### src/rtl/adc_cfg_defs.vh
// Constants for the converter configuration register block.
// Assumes a 32-bit classic Wishbone slave with word-aligned registers.
`ifndef ADC_CFG_DEFS_VH
`define ADC_CFG_DEFS_VH

// ****************************************************************
// Register byte offsets
// ****************************************************************
`define OFS_CONFIG 8'h00
`define OFS_STATUS 8'h04
`define OFS_IRQ_STAT 8'h08
`define OFS_IRQ_CLR 8'h0C
`define OFS_IRQ_EN 8'h10
`define OFS_MEAS 8'h14

// ****************************************************************
// Configuration field positions
// ****************************************************************
`define CFG_CHOP 23
`define CFG_ZERO19 19
`define CFG_PSEUDO 18
`define CFG_ZERO17 17
`define CFG_TEMP 16
`define CFG_CH_HI 15
`define CFG_CH_LO 8
`define CFG_BURN 7
`define CFG_REFERENCE_DETECT_ENABLE 6
`define CFG_ZERO5 5
`define CFG_BUF 4
`define CFG_UNIPOLAR 3

// Writable bits of the configuration word; bits 22, 21, 5 read zero.
`define CFG_WMASK 24'h9FFFDF
`define CFG_RESET 24'h000117

// ****************************************************************
// Status and timing
// ****************************************************************
`define CHD_TEMP 4'hF
`define SETTLE_NS 20000
`define CLK_NS 10
`define SETTLE_CYC ((`SETTLE_NS + `CLK_NS - 1) / `CLK_NS)

`endif

### src/rtl/adc_config_channel_fields.v
// Configuration channel fields of the converter, with Wishbone registers.
// Assumes a classic Wishbone master, one clock, and asynchronous pin inputs
// for the reference comparator and the conversion sample data.
`include "adc_cfg_defs.vh"

module adc_config_channel_fields (
  input wire core_clk,
  input wire nrst,
  input wire wb_cyc_i,
  input wire wb_stb_i,
  input wire wb_we_i,
  input wire [7:0] wb_adr_i,
  input wire [3:0] wb_sel_i,
  input wire [31:0] wb_dat_i,
  output reg [31:0] wb_dat_o,
  output reg wb_ack_o,
  input wire ref_low_pin,
  input wire [23:0] sample_pin,
  output reg [3:0] pos_input_sel,
  output reg neg_is_common,
  output reg [3:0] neg_input_sel,
  output reg temp_sensor_sel,
  output reg burnout_enable,
  output reg buffer_enable,
  output reg unipolar_coding,
  output reg result_valid,
  output reg irq
);

  // ****************************************************************
  // Registers and state
  // ****************************************************************
  reg [23:0] cfg;
  reg [3:0] irq_stat;
  reg [3:0] irq_en;
  reg [23:0] result;
  reg [3:0] status_channel_indicator;
  reg missing_reference_flag;
  reg ref_low_s1;
  reg ref_low_s2;
  reg [23:0] sample_s1;
  reg [23:0] sample_s2;
  reg [3:0] chan_code;
  reg [3:0] held_code;
  reg sel_change;
  reg [3:0] next_irq_stat;
  reg [31:0] rd_data;
  reg [23:0] wdata;
  reg [23:0] new_cfg;
  wire settle_busy;
  wire settle_done;
  wire wr_stb;
  wire ref_rise;

  // Merges written bytes into a 24-bit register under the byte enables.
  function [23:0] merge24;
    input [23:0] old;
    input [31:0] dat;
    input [3:0] sel;
    begin
      merge24 = old;
      if (sel[0]) begin
        merge24[7:0] = dat[7:0];
      end
      if (sel[1]) begin
        merge24[15:8] = dat[15:8];
      end
      if (sel[2]) begin
        merge24[23:16] = dat[23:16];
      end
    end
  endfunction

  // Channel indicator code for a given configuration word.
  function [3:0] code_of;
    input [23:0] c;
    begin
      if (c[`CFG_TEMP]) begin
        code_of = `CHD_TEMP;
      end else begin
        code_of = c[`CFG_CH_HI:`CFG_CH_HI-3];
      end
    end
  endfunction

  assign wr_stb = wb_cyc_i & wb_stb_i & wb_we_i & ~wb_ack_o;

  // ****************************************************************
  // Pin synchronisers
  // ****************************************************************
  always @(posedge core_clk or negedge nrst) begin
    if (!nrst) begin
      ref_low_s1 <= 1'b0;
      ref_low_s2 <= 1'b0;
      sample_s1 <= 24'h000000;
      sample_s2 <= 24'h000000;
    end else begin
      ref_low_s1 <= ref_low_pin;
      ref_low_s2 <= ref_low_s1;
      sample_s1 <= sample_pin;
      sample_s2 <= sample_s1;
    end
  end

  // ****************************************************************
  // Configuration write
  // ****************************************************************
  always @* begin
    wdata = merge24(cfg, wb_dat_i, wb_sel_i);
    new_cfg = wdata & `CFG_WMASK;
  end

  always @(posedge core_clk or negedge nrst) begin
    if (!nrst) begin
      cfg <= `CFG_RESET;
      irq_en <= 4'h0;
      sel_change <= 1'b0;
    end else begin
      sel_change <= 1'b0;
      if (wr_stb && wb_adr_i == `OFS_CONFIG) begin
        cfg <= new_cfg;
        if (new_cfg[`CFG_PSEUDO:`CFG_CH_LO] != cfg[`CFG_PSEUDO:`CFG_CH_LO]) begin
          sel_change <= 1'b1;
        end
      end
      if (wr_stb && wb_adr_i == `OFS_IRQ_EN && wb_sel_i[0]) begin
        irq_en <= wb_dat_i[3:0];
      end
    end
  end

  // ****************************************************************
  // Analog control outputs
  // ****************************************************************
  always @(posedge core_clk or negedge nrst) begin
    if (!nrst) begin
      pos_input_sel <= 4'h0;
      neg_input_sel <= 4'h0;
      neg_is_common <= 1'b0;
      temp_sensor_sel <= 1'b0;
      burnout_enable <= 1'b0;
      buffer_enable <= 1'b0;
      unipolar_coding <= 1'b0;
    end else begin
      pos_input_sel <= cfg[`CFG_CH_HI:`CFG_CH_HI-3];
      neg_is_common <= cfg[`CFG_PSEUDO];
      if (cfg[`CFG_PSEUDO]) begin
        neg_input_sel <= 4'h0;
      end else begin
        neg_input_sel <= cfg[`CFG_CH_LO+3:`CFG_CH_LO];
      end
      temp_sensor_sel <= cfg[`CFG_TEMP];
      burnout_enable <= cfg[`CFG_BURN] & cfg[`CFG_BUF] & ~cfg[`CFG_CHOP];
      buffer_enable <= cfg[`CFG_BUF];
      unipolar_coding <= cfg[`CFG_UNIPOLAR];
    end
  end

  // ****************************************************************
  // Settling and result capture
  // ****************************************************************
  adc_settle_timer u_settle (
    .core_clk(core_clk),
    .nrst(nrst),
    .start(sel_change),
    .busy(settle_busy),
    .done(settle_done)
  );

  always @(posedge core_clk or negedge nrst) begin
    if (!nrst) begin
      result <= 24'h000000;
      held_code <= 4'h0;
      result_valid <= 1'b0;
      chan_code <= 4'h0;
    end else begin
      chan_code <= code_of(cfg);
      result_valid <= 1'b0;
      if (settle_done && !sel_change) begin
        result <= sample_s2;
        held_code <= chan_code;
        result_valid <= 1'b1;
      end
    end
  end

  // ****************************************************************
  // Status
  // ****************************************************************
  assign ref_rise = ref_low_s2 & cfg[`CFG_REFERENCE_DETECT_ENABLE] & ~missing_reference_flag;

  always @(posedge core_clk or negedge nrst) begin
    if (!nrst) begin
      status_channel_indicator <= 4'h0;
      missing_reference_flag <= 1'b0;
    end else begin
      status_channel_indicator <= held_code;
      missing_reference_flag <= ref_low_s2 & cfg[`CFG_REFERENCE_DETECT_ENABLE];
    end
  end

  // ****************************************************************
  // Interrupts
  // ****************************************************************
  always @* begin
    next_irq_stat = irq_stat;
    if (wr_stb && wb_adr_i == `OFS_IRQ_CLR && wb_sel_i[0]) begin
      next_irq_stat = irq_stat & ~wb_dat_i[3:0];
    end
    next_irq_stat[0] = next_irq_stat[0] | (settle_done & ~sel_change);
    next_irq_stat[1] = next_irq_stat[1] | ref_rise;
    next_irq_stat[2] = next_irq_stat[2] | sel_change;
  end

  always @(posedge core_clk or negedge nrst) begin
    if (!nrst) begin
      irq_stat <= 4'h0;
      irq <= 1'b0;
    end else begin
      irq_stat <= next_irq_stat;
      irq <= |(next_irq_stat & irq_en);
    end
  end

  // ****************************************************************
  // Wishbone read and acknowledge
  // ****************************************************************
  always @* begin
    case (wb_adr_i)
      `OFS_CONFIG: rd_data = {8'h00, cfg};
      `OFS_STATUS: rd_data = {24'h000000, 1'b0, missing_reference_flag, settle_busy, 1'b0,
        status_channel_indicator};
      `OFS_IRQ_STAT: rd_data = {28'h0000000, irq_stat};
      `OFS_IRQ_EN: rd_data = {28'h0000000, irq_en};
      `OFS_MEAS: rd_data = {8'h00, result};
      default: rd_data = 32'h00000000;
    endcase
  end

  always @(posedge core_clk or negedge nrst) begin
    if (!nrst) begin
      wb_ack_o <= 1'b0;
      wb_dat_o <= 32'h00000000;
    end else begin
      wb_ack_o <= wb_cyc_i & wb_stb_i & ~wb_ack_o;
      if (wb_cyc_i && wb_stb_i && !wb_ack_o && !wb_we_i) begin
        wb_dat_o <= rd_data;
      end
    end
  end

endmodule

### src/rtl/adc_settle_timer.v
// Settling timer: counts a full filter settling period after each start.
// Assumes start is a one-cycle pulse from logic on the same clock.
`include "adc_cfg_defs.vh"

module adc_settle_timer (
  input wire core_clk,
  input wire nrst,
  input wire start,
  output reg busy,
  output reg done
);

  reg [11:0] count;

  // ****************************************************************
  // Counter
  // ****************************************************************
  always @(posedge core_clk or negedge nrst) begin
    if (!nrst) begin
      count <= 12'h000;
      busy <= 1'b0;
      done <= 1'b0;
    end else if (start) begin
      count <= 12'h000;
      busy <= 1'b1;
      done <= 1'b0;
    end else if (busy) begin
      if (count == (`SETTLE_CYC - 1)) begin
        busy <= 1'b0;
        done <= 1'b1;
      end else begin
        count <= count + 12'h001;
        done <= 1'b0;
      end
    end else begin
      done <= 1'b0;
    end
  end

endmodule

### config.mk
export PLATFORM = sky130hd
export DESIGN_NAME = adc_config_channel_fields
export DESIGN_NICKNAME = d
export VERILOG_FILES = /design/src/rtl/adc_config_channel_fields.v /design/src/rtl/adc_settle_timer.v
export VERILOG_INCLUDE_DIRS = /design/src /design/src/rtl
export SDC_FILE = /design/constraint.sdc
export NUM_CORES = 1
export LEC_CHECK = 0
export BUFFER_PORTS_ARGS = -buffer_cell sky130_fd_sc_hd__buf_2
export CAP_MARGIN = 20
export CORE_MARGIN = 5
export CORE_UTILIZATION = 59
export DETAILED_ROUTE_END_ITERATION = 8
export GPL_ROUTABILITY_DRIVEN = 0
export PLACE_DENSITY = 0.84
export SLEW_MARGIN = 10
export SYNTH_ARGS = -nofsm -noshare
export SYNTH_HDL_FRONTEND = slang
export SYNTH_SLANG_ARGS = --single-unit
### constraint.sdc
create_clock -name core_clk -period 5 [get_ports core_clk]
set_input_delay 0 -clock core_clk [delete_from_list [all_inputs] [get_ports core_clk]]
set_output_delay 0 -clock core_clk [all_outputs]
set_load 0.01 [all_outputs]
==> results.txt <==
----------------------------------------------------
[Status]
  Run status ... finished, final reports clean

[Clocking]
  CTS Hold Buffers Added ... 73
  Clock slew at reported path FFs ... 0.07 ns
  Sink Count ... 171
  Source-to-sink clock delay at the later pin of the worst-skew pair ... 0.53 ns
  Buffer count from post-CTS setup fixing ... 0
  CTS root buffer ... sky130_fd_sc_hd__clkbuf_8
  Count of cells resized by post-cts repair ... 0
  Htree depth ... 4
  Number of buffers created by CTS ... 17
  Clock tree from TritonCTS ... built
  Clk buf depth ... 2

[STA]
  RSZ-0062 raised after global routing ... false
  Summed negative setup slack over all endpoints ... 0 ns
  Post-layout minimum cycle time ... 2.323 ns
  Share of the clock period used by the worst path ... 46.45%
  Max Transition Viols Final ... 0
  Final setup violation count ... 0
  Final Skew ... 0.01222 ns
  Final worst-path setup slack ... 2.677 ns
  Final number of hold-violating endpoints ... 0
  Max Freq ... 430.5 MHz
  Actual slew at the worst max-slew pin ... 1.075 ns
  Relative max-transition margin ... 28.31%

[Critical path]
  CP startpoint kind ... flip-flop
  Data required time of the worst path ... 5.41 ns
  Kind of end point of the critical path ... flip-flop
  Class of the most critical setup path ... reg2reg
  WP data arrival ... 2.73 ns
  Critical path fanouts, max ... 8
  Register-to-register setup slack ... 2.68 ns

[Layout]
  Antenna cells ... 0
  Layout Nets ... 712
  Commonest non-fill, non-tap cell in the layout ... sky130_fd_sc_hd__dfrtp_1
  Area of all placed cells without fillers ... 0.008270 mm^2
  Layout cell share with drive strength beyond 1 ... 23.85%
  Core utilization of the finished layout ... 76.97%
  Layout fillers ... 617
  Highest-count cells in the layout ignoring fill and taps ... 166 x sky130_fd_sc_hd__dfrtp_1, 100 x sky130_fd_sc_hd__buf_2, 73 x sky130_fd_sc_hd__dlygate4sd3_1, 55 x sky130_fd_sc_hd__mux2_1, 37 x sky130_fd_sc_hd__nand2_1
  Layout overhead on the synthesized area ... 29.10%
  Cell Count, Final, Fillers Out ... 790

[Placement]
  Worst slack at placement ... 2.943 ns
  Dpl cell area ... 0.006975 mm^2
  Detailed placement HPWL ... 8.916 mm
  Placed cell count ... 685
  Total of buffers placed on input and output ports ... 101

[Routing]
  Remaining number of nets flagged by the antenna check after routing ... 0
  DR pass1 iterations ... 7
  DRT Wirelength ... 15.91 mm
  # DRC ... 0
  Starting DRT DRC Count ... 467
  Routed len/inst ... 20.13 um
  Routed via count divided by cell count ... 5.766
  Vias after detailed routing ... 4555

[Power and ir drop]
  Lkg Pwr ... 0.004182 uW
  Power density over cell area ... 340.0 mW/mm^2
  Peak supply drop ... 0.0003432 V

[GRT]
  Global-route usage over all layers ... 26.08%
  Number of global-route vias before repair ... 4988
  Largest net degree at the start of global routing ... 109
  Initial antenna violation count ... 0
  First-pass GRT wire length ... 26.04 mm
  Congestion Overflow GR ... 0

[Floorplanning]
  # rows ... 38
  Die Wd ... 114.2 um
  Floorplan die area ... 0.01304 mm^2
  Floorplan core area ... 0.01075 mm^2
  Die Span Y ... 114.2 um
  Starting density of the core ... 59.62%
  Top-Level Pins ... 122

[Yosys]
  Mean cell area of the mapped netlist ... 13.81 um^2
  Count of different cell masters after synthesis ... 51
  Mapped cell area ... 0.006406 mm^2
  Post-synthesis async set-or-reset flop share ... 100.0%
  Sequential cell area fraction in the yosys report ... 66.89%
  Primary FF master, synth ... sky130_fd_sc_hd__dfrtp_1
  Register bit count reported by yosys ... 171
  Cells after synthesis ... 464
  Count of warnings emitted by yosys ... 0
  EDFF count, synth ... 0

[Min path]
  Hold/Removal Path Class ... in2reg

[Job]
  Count of maximum capacitance violations ... 0

----------------------------------------------------
==> path summary, 6_finish.rpt <==
path / start / to / depth (start not counted)
worst max-delay path: wb_ack_o / cfg[10] / 4
worst min-delay path: wb_we_i / wb_dat_o[0] / 4
worst max register to register: wb_ack_o / cfg[10] / 4
worst min register to register: ref_low_s1 / ref_low_s2 / 0
max in group asynchronous: nrst / sample_s2[20] / 3
min in group asynchronous: nrst / sample_s1[8] / 2
==> sequential cells by signal, indices dropped and copies added (netlist names), 4 cells and up <==
name and cells:
cfg 21, chan_code 4, held_code 4, irq_en 4, irq_stat 4, neg_input_sel 4
pos_input_sel 4, result 24, sample_s1 24, sample_s2 24, status_channel_indicator 4, u_settle.count 12
wb_dat_o 24
==> cell usage after synthesis, types with 4 or more instances <==
| library cell | instances | share of area [%] |
|---|---|---|
| sky130_fd_sc_hd__a21o_1 | 4 | 0.47 |
| sky130_fd_sc_hd__buf_2 | 6 | 0.47 |
| sky130_fd_sc_hd__or3_1 | 4 | 0.39 |
| sky130_fd_sc_hd__xnor2_1 | 8 | 1.1 |
| sky130_fd_sc_hd__a21oi_1 | 5 | 0.39 |
| sky130_fd_sc_hd__nand3_1 | 8 | 0.63 |
| sky130_fd_sc_hd__nand4_1 | 11 | 1.1 |
| sky130_fd_sc_hd__nand2b_1 | 4 | 0.39 |
| sky130_fd_sc_hd__mux2_1 | 55 | 9.7 |
| sky130_fd_sc_hd__a22oi_1 | 16 | 1.9 |
| sky130_fd_sc_hd__a222oi_1 | 4 | 0.63 |
| sky130_fd_sc_hd__o21ai_0 | 4 | 0.31 |
| sky130_fd_sc_hd__o21a_1 | 4 | 0.47 |
| sky130_fd_sc_hd__nor2_1 | 14 | 0.82 |
| sky130_fd_sc_hd__dfstp_2 | 5 | 2.1 |
| sky130_fd_sc_hd__xor2_1 | 10 | 1.4 |
| sky130_fd_sc_hd__buf_4 | 10 | 1.2 |
| sky130_fd_sc_hd__or2_2 | 4 | 0.39 |
| sky130_fd_sc_hd__nor2b_1 | 7 | 0.68 |
| sky130_fd_sc_hd__clkbuf_1 | 11 | 0.64 |
| sky130_fd_sc_hd__nand2_1 | 37 | 2.2 |
| sky130_fd_sc_hd__dfrtp_1 | 166 | 65 |
| sky130_fd_sc_hd__o21ai_1 | 26 | 2.0 |
==> layout make-up <==
cell class / count / area, um^2 / share of cell area [%]
sequential: 171 / 4285 / 51.82
multi-input combinational: 270 / 1984 / 23.99
timing repair buffer: 176 / 1257 / 15.20
clock inverter: 15 / 150.1 / 1.815
clock buffer: 17 / 414.1 / 5.008
tap: 140 / 175.2 / 2.118
inverter: 1 / 3.754 / 0.04539
==> power breakdown <==
group / total (uW) / internal [uW] / switching (uW)
Sequential: 1430 / 1410 / 13.8
Combinational: 142 / 64.6 / 77.2
Clock: 1240 / 640 / 604
==> stage by stage <==
stage / power (uW) / hold slack (ns)
floorplan: 1486 / -0.2956
detailed placement: 1553 / 0.1094
CTS: 2822 / 0.01599
finish: 2812 / 0.04298
global placement: 1545 / 0.1076
global route: 2903 / 0.06920
==> worst max-delay path: stages, from the launching register on <==
cell                            delay, ns
sky130_fd_sc_hd__dfrtp_1             0.42
sky130_fd_sc_hd__and4b_1             0.47
sky130_fd_sc_hd__nand3_2             0.30
sky130_fd_sc_hd__mux2_1              0.42
sky130_fd_sc_hd__dlygate4sd3_1       0.59
==> kinds of logic (layout without fill, tap and decap cells) <==
group                    after synthesis  in the layout  share of synthesized area [%]
AND/OR/NAND/NOR                      111            111                          9.610
other                                  1              8                        0.05854
adder cells (fa/ha/maj)                1              1                         0.1953
flip-flops                           171            171                          66.89
AO/OA/AOI/OAI                         72             72                          7.617
XOR/XNOR                              18             18                          2.461
buffers and inverters                 30            209                          2.656
multiplexers                          60             60                          10.51
==> per-layer routing <==
layer	global-route usage, %	part of all wire, %	up-vias
li1	-	-	1967
met1	31.40	37	2273
met2	44.22	51	252
met3	6.765	7.4	63
met4	11.96	4.0	0
met5	0	0	-
No activity file was read; power rests on OpenSTA's default activity.
